File: config.mk
export PLATFORM = sky130hd
export DESIGN_NAME = ssp_sync_proc
export DESIGN_NICKNAME = d
export VERILOG_FILES = /design/src/verilog/ssp_pkg.sv /design/src/verilog/ssp_sync_proc.sv /design/src/verilog/ssp_pin_sync.sv /design/src/verilog/ssp_tick_div.sv
export VERILOG_INCLUDE_DIRS = /design/src /design/src/verilog
export SDC_FILE = /design/constraint.sdc
export NUM_CORES = 1
export LEC_CHECK = 0
export BUFFER_PORTS_ARGS = -buffer_cell sky130_fd_sc_hd__buf_2
export CAP_MARGIN = 20
export CORE_MARGIN = 10
export CORE_UTILIZATION = 35
export DETAILED_ROUTE_END_ITERATION = 10
export GPL_ROUTABILITY_DRIVEN = 1
export PLACE_DENSITY_LB_ADDON = 0.15
export SYNTH_ARGS = -nofsm -noshare
export SYNTH_HDL_FRONTEND = slang
export SYNTH_HIERARCHICAL = 1
export SYNTH_SLANG_ARGS = --single-unit
File: constraint.sdc
create_clock -name clk_sys -period 2.9 [get_ports clk_sys]
set_input_delay 0.29 -clock clk_sys [delete_from_list [all_inputs] [get_ports clk_sys]]
set_output_delay 0.29 -clock clk_sys [all_outputs]
set_load 0.05 [all_outputs]
File: src/verilog/ssp_map.svh
// register offsets, field positions, reset values and timing counts
// assumes inclusion by bare name from the sync-processing design files
`ifndef SSP_MAP_SVH
`define SSP_MAP_SVH

`define SSP_ADDR_W          8
`define SSP_DATA_W          8

`define SSP_OFS_SYNC_CTL    8'h0e
`define SSP_OFS_HOLD_THR    8'h0f
`define SSP_OFS_INPUT_CTL   8'h15
`define SSP_OFS_SEP_STATUS  8'h1a
`define SSP_OFS_SEP_COUNT   8'h1b

`define SSP_BIT_VSYNC_SEL   0
`define SSP_BIT_HSYNC_SEL   3
`define SSP_BIT_HOLD_SEL    5
`define SSP_BIT_CHAN_SEL    3

`define SSP_RST_SYNC_CTL    8'h00
`define SSP_RST_HOLD_THR    8'h00
`define SSP_RST_INPUT_CTL   8'h00

`define SSP_CNT_MAX         8'hff
`define SSP_SYS_CLK_HZ      250000000
`define SSP_SEP_CLK_HZ      5000000
`define SSP_SEP_DIV         (`SSP_SYS_CLK_HZ / `SSP_SEP_CLK_HZ)

`endif

File: src/verilog/ssp_pkg.sv
// types shared by the sync-processing design files
// assumes nothing beyond a SystemVerilog compiler
package ssp_pkg;

  typedef enum logic [1:0] {
    SSP_SEARCH  = 2'b00,
    SSP_PRESENT = 2'b01
  } ssp_sep_state_type;

endpackage

File: src/verilog/ssp_sync_proc.sv
// sync source muxes, input channel select and vertical sync separator
// assumes a plain register port master on clk_sys and async sync pins
//
// Summary of operation
// - control bits steer hsync, hold and vsync muxes
// - input control bit picks analog channel 0/1
// - separator is 8-bit up/down counter at 5 MHz
// - separator sees polarity-normalised composite sync only
// - search: count up in pulse, down to zero
// - vsync present once count exceeds programmed threshold
// - then clear, count absence, end at threshold
// - on end clear counter, search again
`timescale 1ns/1ps
`default_nettype none
`include "ssp_map.svh"
module ssp_sync_proc #(
  parameter int SEP_DIV = `SSP_SEP_DIV
) (
  input  wire logic                   clk_sys,
  input  wire logic                   srst,
  input  wire logic [`SSP_ADDR_W-1:0] reg_addr,
  input  wire logic [`SSP_DATA_W-1:0] reg_wdata,
  input  wire logic                   reg_wr,
  input  wire logic                   reg_rd,
  output var  logic [`SSP_DATA_W-1:0] reg_rdata,
  input  wire logic                   hsync_in,
  input  wire logic                   green_embedded_sync,
  input  wire logic                   pll_hold_in,
  input  wire logic                   vsync_in,
  output var  logic                   hsync_out_ff,
  output var  logic                   pll_hold_out_ff,
  output var  logic                   vsync_out_ff,
  output var  logic                   chan1_sel_ff,
  output var  logic                   sep_vsync_ff
);
  import ssp_pkg::*;

  logic [`SSP_DATA_W-1:0] sync_ctl_ff;
  logic [`SSP_DATA_W-1:0] hold_thr_ff;
  logic [`SSP_DATA_W-1:0] input_ctl_ff;
  logic [`SSP_DATA_W-1:0] nxt_rdata;

  logic hsync_s;
  logic green_s;
  logic hold_s;
  logic vsync_s;
  logic sep_tick;

  logic              comp_sync;
  logic [7:0]        sep_cnt_ff;
  logic [7:0]        sep_thr;
  ssp_sep_state_type sep_state_ff;

  // pin synchronisers
  ssp_pin_sync u_sync_hsync (
    .clk_sys   (clk_sys),
    .srst      (srst),
    .pin_in    (hsync_in),
    .level_out (hsync_s)
  );

  ssp_pin_sync u_sync_green (
    .clk_sys   (clk_sys),
    .srst      (srst),
    .pin_in    (green_embedded_sync),
    .level_out (green_s)
  );

  ssp_pin_sync u_sync_hold (
    .clk_sys   (clk_sys),
    .srst      (srst),
    .pin_in    (pll_hold_in),
    .level_out (hold_s)
  );

  ssp_pin_sync u_sync_vsync (
    .clk_sys   (clk_sys),
    .srst      (srst),
    .pin_in    (vsync_in),
    .level_out (vsync_s)
  );

  // 5 MHz separator enable
  ssp_tick_div #(
    .DIV (SEP_DIV)
  ) u_sep_div (
    .clk_sys (clk_sys),
    .srst    (srst),
    .tick    (sep_tick)
  );

  // register writes
  always_ff @(posedge clk_sys) begin
    if (srst) begin
      sync_ctl_ff  <= `SSP_RST_SYNC_CTL;
      hold_thr_ff  <= `SSP_RST_HOLD_THR;
      input_ctl_ff <= `SSP_RST_INPUT_CTL;
    end else if (reg_wr) begin
      case (reg_addr)
        `SSP_OFS_SYNC_CTL: begin
          sync_ctl_ff <= reg_wdata;
        end
        `SSP_OFS_HOLD_THR: begin
          hold_thr_ff <= reg_wdata;
        end
        `SSP_OFS_INPUT_CTL: begin
          input_ctl_ff <= reg_wdata;
        end
        default: begin
        end
      endcase
    end
  end

  // register reads, unmapped offsets answer zero
  always_comb begin
    nxt_rdata = '0;
    case (reg_addr)
      `SSP_OFS_SYNC_CTL: begin
        nxt_rdata = sync_ctl_ff;
      end
      `SSP_OFS_HOLD_THR: begin
        nxt_rdata = hold_thr_ff;
      end
      `SSP_OFS_INPUT_CTL: begin
        nxt_rdata = input_ctl_ff;
      end
      `SSP_OFS_SEP_STATUS: begin
        nxt_rdata = {7'h00, sep_vsync_ff};
      end
      `SSP_OFS_SEP_COUNT: begin
        nxt_rdata = sep_cnt_ff;
      end
      default: begin
        nxt_rdata = '0;
      end
    endcase
  end

  // data stand only in the cycle after the read strobe
  always_ff @(posedge clk_sys) begin
    if (srst) begin
      reg_rdata <= '0;
    end else if (reg_rd) begin
      reg_rdata <= nxt_rdata;
    end else begin
      reg_rdata <= '0;
    end
  end

  // source muxes
  always_ff @(posedge clk_sys) begin
    if (srst) begin
      hsync_out_ff    <= 1'b0;
      pll_hold_out_ff <= 1'b0;
      vsync_out_ff    <= 1'b0;
    end else begin
      hsync_out_ff    <= sync_ctl_ff[`SSP_BIT_HSYNC_SEL] ? green_s : hsync_s;
      pll_hold_out_ff <= hold_thr_ff[`SSP_BIT_HOLD_SEL] ? vsync_s : hold_s;
      vsync_out_ff    <= sync_ctl_ff[`SSP_BIT_VSYNC_SEL] ? sep_vsync_ff : vsync_s;
    end
  end

  // analog switch select; the analog path itself sits outside
  always_ff @(posedge clk_sys) begin
    if (srst) begin
      chan1_sel_ff <= 1'b0;
    end else begin
      chan1_sel_ff <= input_ctl_ff[`SSP_BIT_CHAN_SEL];
    end
  end

  // polarity is fixed upstream, so high always means pulse active
  assign comp_sync = sync_ctl_ff[`SSP_BIT_HSYNC_SEL] ? green_s : hsync_s;

  // bit 5 of the shared register is the hold select, so the threshold
  // is the other seven bits; limits the threshold to 127
  assign sep_thr = {1'b0, hold_thr_ff[7:6], hold_thr_ff[4:0]};

  // separator counter and state
  always_ff @(posedge clk_sys) begin
    if (srst) begin
      sep_state_ff <= SSP_SEARCH;
      sep_cnt_ff   <= 8'h00;
      sep_vsync_ff <= 1'b0;
    end else if (sep_tick) begin
      case (sep_state_ff)
        SSP_SEARCH: begin
          if (sep_cnt_ff > sep_thr) begin
            sep_state_ff <= SSP_PRESENT;
            sep_vsync_ff <= 1'b1;
            sep_cnt_ff   <= 8'h00;
          end else if (comp_sync) begin
            if (sep_cnt_ff != `SSP_CNT_MAX) begin
              sep_cnt_ff <= sep_cnt_ff + 8'h01;
            end
          end else if (sep_cnt_ff != 8'h00) begin
            sep_cnt_ff <= sep_cnt_ff - 8'h01;
          end
        end
        SSP_PRESENT: begin
          // short serration gaps add up but never reach the end alone
          if (sep_cnt_ff >= sep_thr) begin
            sep_state_ff <= SSP_SEARCH;
            sep_vsync_ff <= 1'b0;
            sep_cnt_ff   <= 8'h00;
          end else if (!comp_sync && sep_cnt_ff != `SSP_CNT_MAX) begin
            sep_cnt_ff <= sep_cnt_ff + 8'h01;
          end
        end
        default: begin
          sep_state_ff <= SSP_SEARCH;
          sep_cnt_ff   <= 8'h00;
          sep_vsync_ff <= 1'b0;
        end
      endcase
    end
  end
endmodule
`default_nettype wire

File: src/verilog/ssp_pin_sync.sv
// three-flop input synchroniser with agreement filter
// assumes the input is asynchronous to clk_sys
`timescale 1ns/1ps
`default_nettype none
module ssp_pin_sync (
  input  wire logic clk_sys,
  input  wire logic srst,
  input  wire logic pin_in,
  output var  logic level_out
);
  logic s1_ff;
  logic s2_ff;
  logic s3_ff;

  // first stage feeds only the second
  always_ff @(posedge clk_sys) begin
    if (srst) begin
      s1_ff <= 1'b0;
      s2_ff <= 1'b0;
      s3_ff <= 1'b0;
    end else begin
      s1_ff <= pin_in;
      s2_ff <= s1_ff;
      s3_ff <= s2_ff;
    end
  end

  always_ff @(posedge clk_sys) begin
    if (srst) begin
      level_out <= 1'b0;
    end else if (s2_ff == s3_ff) begin
      level_out <= s3_ff;
    end
  end
endmodule
`default_nettype wire

File: src/verilog/ssp_tick_div.sv
// divider making a one-cycle enable pulse every DIV cycles
// assumes DIV is at least 1
`timescale 1ns/1ps
`default_nettype none
module ssp_tick_div #(
  parameter int DIV = 50
) (
  input  wire logic clk_sys,
  input  wire logic srst,
  output var  logic tick
);
  localparam int CW = (DIV > 1) ? $clog2(DIV) : 1;
  localparam logic [CW-1:0] LAST = CW'(DIV - 1);

  logic [CW-1:0] cnt_ff;

  always_ff @(posedge clk_sys) begin
    if (srst) begin
      cnt_ff <= '0;
      tick   <= 1'b0;
    end else if (cnt_ff == LAST) begin
      cnt_ff <= '0;
      tick   <= 1'b1;
    end else begin
      cnt_ff <= cnt_ff + 1'b1;
      tick   <= 1'b0;
    end
  end
endmodule
`default_nettype wire

==> impl_results.md, run 1 <==
- Sw Pwr: 399 uW
- Distinct cells, synth: 57
- Max-Cap Viols: 0
- Global Route met2 Usage: 0.190
- Core area: 8680 um2
- DP Wirelength: 5700 um
- DP Area: 3440 um2
- CP endpoint kind: flop
- CP cell instances: inv_1 -> ha_1 -> nor2b_1 -> o211ai_1 -> a31o_1 -> a41oi_1 -> a21boi_4 -> o221ai_1 -> a31o_1
- Port bufs: 36
- RR Endpoint: sep_cnt_ff[4]
- Num ports: 37
- DR iter-0 viols: 105
- Worst Path Buf+Inv: 1
- Vias per cell: 5.18
- Final count of hold timing violations: 0
- Top delay family on crit path: compound AO/OA/AOI/OAI gates
- Pint: 1360 uW
- Post-synth EDFFs: 0
- Layout cells sized above 1: 0.187
- Post-synth design cell area: 3090 um2
- Most used cell, CP: a31o_1
- Core Util, Final: 0.419
- Comb power frac: 0.038
- Cell area after layout: 3640 um2
- Top_reg_cell synth: dfxtp_1
- Post-synth top area cell: dfxtp_1
- Share of the synthesized area in the top cell type: 0.440
- GRT busiest layer: met2
- R2r setup slk: 0.35 ns
- Clock share of power: 0.423
- First-pass GRT wire length: 13,100 um
- Initial core utilization: 0.357
- Number of global-route vias before repair: 2,618
- Largest cells by area after synthesis: dfxtp_1 44%, a21oi_1 7.0%, nand3_1 5.2%, ha_1 4.9%, nand2_1 4.6%
- FMAX: 0.392 GHz
- Commonest non-fill, non-tap cell in the layout: dfxtp_1
- CP max FO: 15
- Max Slew Vio Count: 0
- DRT Pass-1 Iters: 4
- Syn Nets: 392
- Final ANT Viol Nets: 0
- Hold Startpoint: hsync_in
- FP Rows: 34
- Placer Congestion: 0.827
- CTS Buf Count: 9
- Hold depth: 2
- Power density cells: 484 nW/um2
- Power share of the sequential group: 0.540
- Die H: 114 um
- GR Util met3: 0.0367
- Chip Width: 114 um
- Total gr overflow: 0
- Worst Path Arrival: 2.79 ns
- Full die area: 13,000 um2
- Tcrit/Tclk final: 0.880
- Via count: 2,664
- Switching share of power: 0.226
- Critical Path Source Type: flop
- Residual DRC: 0
- Unrepaired setup endpoints after global routing: false
- Worst ir drop on vdd: 0.208 mV
- Clk root buf: clkbuf_8
- R2R depth: 9
- Slew @ Worst Pin: 0.550 ns
- Seq/Total Area, Yosys: 0.440
- CTS max path bufs: 2
- Crit path max-delay cell type: a21boi_4
- Crit path kind: reg -> reg
- Hold crit path type: in -> reg
- Pin count of the biggest net entering global routing: 52
- Dpl ws: 0.215 ns
- Minimum clock period: 2.55 ns
- Hold_ws: 0.155 ns
- Hold path endpoint: u_sync_hsync/s1_ff
- Status: finished, final reports clean
- Pleak: 0.00134 uW
- Aggregate routed wire length: 7770 um
- WL/cell: 15.1 um
- Asr flop ratio synth: 0
- Fill cells: 931
- M1 GR Usage: 0.157
- Mapped Cells: 356
- Area delta synth->final: 17.5%
- Cts hold-fix bufs: 0
- Commonest non-fill, non-tap cells in the layout: 68 x dfxtp_1, 43 x a21oi_1, 38 x nand2_1, 36 x buf_2, 32 x nand3_1
- Antenna violations before repair: 0
- Diodes inserted: 0
- Worst slew margin: 0.631
- Worst EP required: 3.14 ns
- PnR worst setup slack: 0.348 ns
- Avg Cell Area, Syn: 8.69 um2
- # setup viols final: 0
- CTS tree: built
- Clk_lat worst skew: 0.34 ns
- Final setup TNS: 0 ns
- Max incr delay on CP: 0.47 ns
- CTS Sinks: 68
- Worst-path clk slew: 0.07 ns
- Clock Skew: 0.00772 ns
- Synth warnings: 6
- Total GRT Usage: 0.124
- Nets: 437
- Yosys reg bits: 68
- Crit path from: sep_cnt_ff[0]
- Htree depth: 3
- FF-to-FF Start: sep_cnt_ff[0]
[cells in the mapped netlist (2+ instances only)]
cell type / n
dfxtp_1: 68
a21oi_1: 43
nand2_1: 38
nand3_1: 32
nor2_1: 17
a22oi_1: 16
nor2b_1: 14
clkbuf_1: 13
ha_1: 12
inv_1: 12
o21ai_1: 10
o21ai_0: 8
nor3_1: 6
mux2i_1: 5
xor2_1: 5
and3_1: 4
a21boi_0: 3
nand4_1: 3
a211oi_1: 2
a21o_1: 2
a31o_1: 2
buf_2: 2
nand2b_1: 2
nand4b_1: 2
nor3_2: 2
o21bai_1: 2
[registers in the layout, indices dropped and copies added (netlist names), 6 cells and up]
name              cells
input_ctl_ff          8
sync_ctl_ff           8
u_sep_div/cnt_ff      6
hold_thr_ff           8
sep_cnt_ff            8
reg_rdata             8
[routing by layer]
| layer | vias up | share of wire |
|---|---|---|
| met5 | - | 0 |
| met3 | 14 | 0.056 |
| li1 | 1371 | - |
| met4 | 0 | 0.019 |
| met2 | 67 | 0.46 |
| met1 | 1212 | 0.47 |
[power by group through the flow]
stage                     sequential [uW]  clock (uW)  combinational (uW)
after floorplan                       971           0                33.3
after global placement                972           0                65.9
after detailed placement              972           0                66.7
after CTS                             951         774                66.8
after global routing                  952         809                73.8
final                                 951         744                66.2
[worst max path at each step]
stage                     to  slack, ns  cells after the start
2_1_floorplan  sep_cnt_ff[5]       0.75                     10
3_3_place_gp   sep_cnt_ff[4]       0.28                      9
3_5_place_dp   sep_cnt_ff[4]       0.22                      9
4_1_cts        sep_cnt_ff[4]       0.19                      9
5_1_grt        sep_cnt_ff[4]       0.12                      9
6_report       sep_cnt_ff[4]       0.35                      9
[stage by stage]
step,total power [uW],cells
floorplan,1000,356
global placement,1040,498
detailed placement,1040,498
CTS,1790,514
global route,1840,514
finish,1760,514
[area by class of cell]
cell class	instances	area, um2	share of cell area
Multi-Input combinational cell	259	1620	0.445
Sequential cell	68	1360	0.374
Timing Repair Buffer	51	293	0.0805
Tap cell	108	135	0.0372
Clock buffer	11	131	0.0361
Clock inverter	5	52.6	0.0145
Inverter	12	45.0	0.0124
[repair_timing]
action | CTS | global route
setup buffers | 0 | 0
setup endpoints to repair | 0 | 3
gates resized for setup | 0 | 1
[cell families (layout without fill, tap and decap cells)]
group | count (synthesis) | after routing | synth area share
fa+ha+maj | 12 | 12 | 0.0485
mux | 6 | 6 | 0.0210
xor+xnor | 6 | 6 | 0.0170
flops | 68 | 68 | 0.440
simple gates | 131 | 131 | 0.218
compound gates | 104 | 104 | 0.216
buf+inv | 29 | 79 | 0.0396
Note: power is estimated with default switching activity, not from simulation.
==> run 2, diff against run 1 <==
--- a/config.mk
+++ b/config.mk
@@ -12,6 +12,7 @@
 export CORE_UTILIZATION = 35
 export DETAILED_ROUTE_END_ITERATION = 10
 export GPL_ROUTABILITY_DRIVEN = 1
+export MAX_ROUTING_LAYER = met4
 export PLACE_DENSITY_LB_ADDON = 0.15
 export SYNTH_ARGS = -nofsm -noshare
 export SYNTH_HDL_FRONTEND = slang
==> constraint.sdc (replaced) <==
create_clock -name clk_sys -period 2.4 [get_ports clk_sys]
set_input_delay 0.24 -clock clk_sys [delete_from_list [all_inputs] [get_ports clk_sys]]
set_output_delay 0.24 -clock clk_sys [all_outputs]
set_load 0.05 [all_outputs]
==> run 2 against run 1 <==
  * Design area is 3.4% higher
  * Highest routed layer unchanged
  * Power is 29% higher
  * Worst setup slack worse by 0.25 ns
  * First-iteration DRC count is 80% higher
  * Maximum frequency is 11% higher
  * Largest cell class unchanged
  * Critical path type unchanged
==> impl_results.md, run 2 (synthesized netlist as in run 1, its figures left out) <==
- Switching share of power: 0.219
- Max Slew Vio Count: 0
- Dpl ws: 0.0736 ns
- Critical Path Source Type: flop
- Clock share of power: 0.461
- Cts hold-fix bufs: 0
- Pint: 1780 uW
- CP cell instances: inv_1 -> ha_1 -> nor2b_1 -> o211ai_1 -> a31o_1 -> a41oi_2 -> a21boi_4 -> buf_6 -> mux2i_1 -> nor2_1
- Worst EP required: 2.61 ns
- Worst slew margin: 0.634
- FMAX: 0.435 GHz
- Sw Pwr: 500 uW
- Final count of hold timing violations: 0
- Number of global-route vias before repair: 2,785
- Residual DRC: 0
- Final ANT Viol Nets: 0
- CTS tree: built
- Hold crit path type: in -> reg
- Max incr delay on CP: 0.35 ns
- Clk_lat worst skew: 0.35 ns
- Status: finished, final reports clean
- Total gr overflow: 0
- Tcrit/Tclk final: 0.958
- FP Rows: 34
- Antenna violations before repair: 0
- Core area: 8680 um2
- Tot Pwr: 2280 uW
- DP Wirelength: 5850 um
- DRT Pass-1 Iters: 4
- Crit path kind: reg -> reg
- Nets: 446
- Aggregate routed wire length: 8220 um
- Via count: 2,800
- Hold_ws: 0.0978 ns
- Die H: 114 um
- Commonest non-fill, non-tap cells in the layout: 67 x dfxtp_1, 43 x a21oi_1, 38 x nand2_1, 36 x buf_2, 32 x nand3_1
- Area delta synth->final: 21.5%
- Worst-path clk slew: 0.08 ns
- Commonest non-fill, non-tap cell in the layout: dfxtp_1
- # setup viols final: 0
- Power share of the sequential group: 0.504
- CP endpoint kind: flop
- DP Area: 3500 um2
- Port bufs: 36
- Pleak: 0.00141 uW
- Crit path max-delay cell type: dfxtp_1
- Initial core utilization: 0.357
- Clk root buf: clkbuf_8
- CTS Buf Count: 9
- R2R depth: 10
- DR iter-0 viols: 189
- WL/cell: 15.7 um
- Chip Width: 114 um
- First-pass GRT wire length: 13,500 um
- Pin count of the biggest net entering global routing: 52
- Clock Skew: 0.0135 ns
- Num ports: 37
- PnR worst setup slack: 0.101 ns
- CTS max path bufs: 2
- Power density cells: 607 nW/um2
- Comb power frac: 0.036
- Full die area: 13,000 um2
- Core Util, Final: 0.433
- CTS Sinks: 68
- Cell area after layout: 3760 um2
- Placer Congestion: 0.917
- Max-Cap Viols: 0
- Diodes inserted: 0
- Minimum clock period: 2.30 ns
- Hold depth: 2
- Total GRT Usage: 0.130
- CP max FO: 8
- Worst Path Arrival: 2.51 ns
- Vias per cell: 5.36
- Worst ir drop on vdd: 0.454 mV
- Fill cells: 913
- Htree depth: 3
- Layout cells sized above 1: 0.217
- Slew @ Worst Pin: 0.550 ns
[run 2: metal layers]
layer  global-route usage  up-vias  wire length, um
met5                    -        -                0
met4               0.0576        0              221
met3               0.0399       22              506
met2                0.194       89             3660
met1                0.158     1298             3830
li1                     -     1391                -
[run 2: area by class of cell]
type,instances,area [um2],area share
multi-input cells,259,1640,0.435
flip-flops and latches,68,1360,0.363
repair buffers,60,364,0.0969
clock buffers,11,141,0.0376
well taps,108,135,0.0360
clock inverters,4,73.8,0.0196
inverters,12,45.0,0.0120
[run 2: what timing repair did]
item	4_1_cts	5_1_grt
gates resized for setup	0	9
setup endpoints to repair	0	8
buffers inserted	0	2
[run 2: final timing paths]
| kind | from | to | slack [ns] |
|---|---|---|---|
| max | hold_thr_ff[1] | sep_cnt_ff[7] | 0.10 |
| min | green_embedded_sync | u_sync_green/s1_ff | 0.1 |
| max reg2reg | hold_thr_ff[1] | sep_cnt_ff[7] | 0.10 |
| min reg2reg | u_sync_vsync/s1_ff | u_sync_vsync/s2_ff | 0.43 |
[run 2: power groups by stage]
stage | Clock [uW] | Combinational [uW] | Sequential [uW]
5_1_grt | 1120 | 90.3 | 1150
2_1_floorplan | 0 | 40.2 | 1170
3_3_place_gp | 0 | 80.0 | 1170
3_5_place_dp | 0 | 80.9 | 1170
4_1_cts | 1070 | 81.1 | 1150
6_report | 1050 | 81.1 | 1150
[run 2: worst max-delay path, delay by kind of cell (launching register included)]
kind	cells	cell delay, ns
AOI/OAI and AO/OA	4	0.91
DFF	1	0.35
adders and majority gates	1	0.28
buffers and inverters	2	0.22
muxes	1	0.21
and+or+nand+nor	2	0.18
[run 2: per-stage QoR]
step	instances	setup TNS, ns
floorplan	356	0
global placement	505	0
detailed placement	505	0
CTS	520	0
global route	522	-0.0398
finish	522	0
==> run 3, diff against run 2 <==
--- a/config.mk
+++ b/config.mk
@@ -6,11 +6,12 @@
 export SDC_FILE = /design/constraint.sdc
 export NUM_CORES = 1
 export LEC_CHECK = 0
-export BUFFER_PORTS_ARGS = -buffer_cell sky130_fd_sc_hd__buf_2
+export ABC_AREA = 1
 export CAP_MARGIN = 20
 export CORE_MARGIN = 10
 export CORE_UTILIZATION = 35
 export DETAILED_ROUTE_END_ITERATION = 10
+export DONT_BUFFER_PORTS = 1
 export GPL_ROUTABILITY_DRIVEN = 1
 export MAX_ROUTING_LAYER = met4
 export PLACE_DENSITY_LB_ADDON = 0.15
==> run 3 against run 2 <==
  * Sequential power is essentially flat
  * Critical endpoint is now sep_cnt_ff[3]
  * Worst hold slack lost 0.032 ns
  * Maximum frequency grew 15%
  * Synthesized cell count grew 30%
  * Design area shrank 0.47%
  * Global-route usage shrank 0.40 points
==> impl_results.md, run 3 <==
- Status: finished, final reports clean
- CP endpoint kind: flop
- CTS Sinks: 68
- Commonest non-fill, non-tap cells in the layout: 71 x nor2_1, 68 x inv_1, 68 x dfxtp_1, 66 x nand2_1, 36 x o21ai_0
- Asr flop ratio synth: 0
- Full die area: 13,900 um2
- Vias per cell: 4.74
- Aggregate routed wire length: 8320 um
- Diodes inserted: 0
- Max incr delay on CP: 0.59 ns
- Post-CTS Resized: 0
- Top_reg_cell synth: dfxtp_1
- FP Rows: 35
- CTS Buf Count: 9
- FF-to-FF Start: sep_cnt_ff[3]
- Worst ir drop on vdd: 0.278 mV
- WL/cell: 13.7 um
- Worst EP required: 2.64 ns
- Initial core utilization: 0.362
- Most used cell, CP: nand2_1
- Post-synth design cell area: 3360 um2
- Register area: 1360 um2
- Switching share of power: 0.240
- Hold crit path type: in -> reg
- Synth warnings: 6
- Commonest cells post-synth: 71 x nor2_1, 68 x dfxtp_1, 68 x inv_1
- DR iter-0 viols: 86
- Distinct cells, synth: 31
- Slew @ Worst Pin: 0.608 ns
- CP max FO: 14
- Layout cells sized above 1: 0.109
- Residual DRC: 0
- Clk_lat worst skew: 0.34 ns
- Clock share of power: 0.435
- R2r setup slk: 0.40 ns
- Final count of hold timing violations: 0
- Pint: 1650 uW
- Num ports: 37
- Pleak: 0.00161 uW
- Max Slew Vio Count: 0
- Crit path max-delay cell type: dfxtp_1
- CTS max path bufs: 2
- Hold_ws: 0.0659 ns
- Port bufs: 0
- Max-Cap Viols: 0
- Share of the synthesized area in the top cell type: 0.405
- Comb power frac: 0.036
- # setup viols final: 0
- Antenna violations before repair: 0
- Avg Cell Area, Syn: 7.24 um2
- Unrepaired setup endpoints after global routing: false
- RR Endpoint: sep_cnt_ff[3]
- Area delta synth->final: 11.3%
- Number of global-route vias before repair: 2,761
- Crit path kind: reg -> reg
- CP cell instances: ha_1 -> nand2_1 -> nor2_1 -> a21oi_1 -> nand3_2 -> nor2_4 -> nor2_4 -> nand2_4 -> nand2_1 -> nand2_1 -> nor2_1
- Worst Path Buf+Inv: 0
- Final ANT Viol Nets: 0
- Fill cells: 995
- Count leader, synth: nor2_1
- Seq/Total Area, Yosys: 0.405
- CTS tree: built
- Placer Congestion: 0.821
- Power density cells: 580 nW/um2
- Worst Path Arrival: 2.24 ns
- Nets: 510
- Via count: 2,881
- Clk root buf: clkbuf_8
- Mapped Cells: 464
- Hold Startpoint: srst
- Final setup TNS: 0 ns
- Worst-path clk slew: 0.08 ns
- R2R depth: 11
- DP Wirelength: 5980 um
- Die H: 118 um
- Commonest non-fill, non-tap cell in the layout: nor2_1
- Footprint of the multi-input gates: 1680 um2
- Syn Nets: 500
- Worst slew margin: 0.593
- Largest cells by area after synthesis: dfxtp_1 41%, nor2_1 7.9%, inv_1 7.6%, nand2_1 7.4%, o21ai_0 5.4%
- Yosys reg bits: 68
- Power share of the sequential group: 0.529
- Total GRT Usage: 0.126
- Chip Width: 118 um
- First-pass GRT wire length: 14,100 um
- Hold path endpoint: u_sync_hsync/level_out
- FMAX: 0.501 GHz
- Clock Skew: 0.00993 ns
- Minimum clock period: 2.00 ns
- Post-synth top area cell: dfxtp_1
- Core area: 9280 um2
- Htree depth: 3
- Total gr overflow: 0
- Sw Pwr: 521 uW
- DRT Pass-1 Iters: 4
- Tcrit/Tclk final: 0.831
- Post-synth EDFFs: 0
- Critical Path Source Type: flop
- Hold depth: 2
- Pin count of the biggest net entering global routing: 21
- Top delay family on crit path: simple AND/OR/NAND/NOR gates
run 3: cell types whose count changed after synthesis, sizes merged, moves of 14 or more:
cell   delta
inv      +58
nand2    +36
o21ai    +18
nor2     +67
nor2b    -14
a22oi    -16
run 3: worst register-to-register path, stage by stage, from the launching register on:
cell and delay (ns):
dfxtp_1 0.59, ha_1 0.33, nand2_1 0.09, nor2_1 0.07
a21oi_1 0.18, nand3_2 0.15, nor2_4 0.12, nor2_4 0.05
nand2_4 0.14, nand2_1 0.07, nand2_1 0.06, nor2_1 0.04
run 3: timing repair:
action,4_1_cts,5_1_grt
hold buffers,5,0
buffers inserted,0,0
endpoints found under the hold margin,16,0
run 3: how the worst max path moves through the flow:
stage | startpoint | endpoint | slack (ns) | depth (start not counted)
after global routing | sep_cnt_ff[3] | sep_cnt_ff[3] | 0.20 | 11
after detailed placement | sep_cnt_ff[3] | sep_cnt_ff[3] | 0.43 | 11
final | sep_cnt_ff[3] | sep_cnt_ff[3] | 0.40 | 11
after CTS | sep_cnt_ff[3] | sep_cnt_ff[3] | 0.41 | 11
after global placement | sep_cnt_ff[3] | sep_cnt_ff[4] | 0.46 | 11
after floorplan | sep_cnt_ff[5] | sep_cnt_ff[6] | 0.68 | 12
run 3: cell type report:
class,count,share of cell area
Multi-Input combinational cell,316,0.450
Clock inverter,6,0.0174
Clock buffer,10,0.0341
Sequential cell,68,0.364
Tap cell,129,0.0431
Timing Repair Buffer,9,0.0214
Inverter,70,0.0702
run 3: through the flow:
stage               instance area, um2  utilization  worst slack (ns)  total power [uW]  instances
global placement                  3500        0.377             0.459              1240        587
CTS                               3740        0.403             0.412              2200        608
floorplan                         3360            -             0.677              1230        464
global route                      3740        0.403             0.203              2260        608
detailed placement                3500        0.377             0.425              1240        587
finish                            3740        0.403             0.405              2170        608
run 3: logic make-up after synthesis:
family | count (synthesis) | share of synthesized area
AND/OR/NAND/NOR | 211 | 0.302
adder cells (fa/ha/maj) | 12 | 0.0447
buffers and inverters | 80 | 0.0942
XOR/XNOR | 7 | 0.0182
AO/OA/AOI/OAI | 86 | 0.136
flip-flops | 68 | 0.405
run 3: layer usage:
| metal | wire length (um) | vias to the layer above | part of all wire | track usage |
|---|---|---|---|---|
| met1 | 3920 | 1317 | 0.47 | 0.149 |
| met2 | 3910 | 47 | 0.47 | 0.203 |
| li1 | - | 1511 | - | - |
| met3 | 417 | 6 | 0.050 | 0.0393 |
| met5 | 0 | - | 0 | - |
| met4 | 74 | 0 | 0.0089 | 0.0309 |
run 3: power groups by stage:
stage	combinational (uW)	sequential [uW]	clock, uW
finish	77.5	1150	944
global route	91.4	1150	1020
CTS	78.8	1150	975
detailed placement	67.8	1180	0
global placement	66.3	1180	0
floorplan	55.3	1170	0
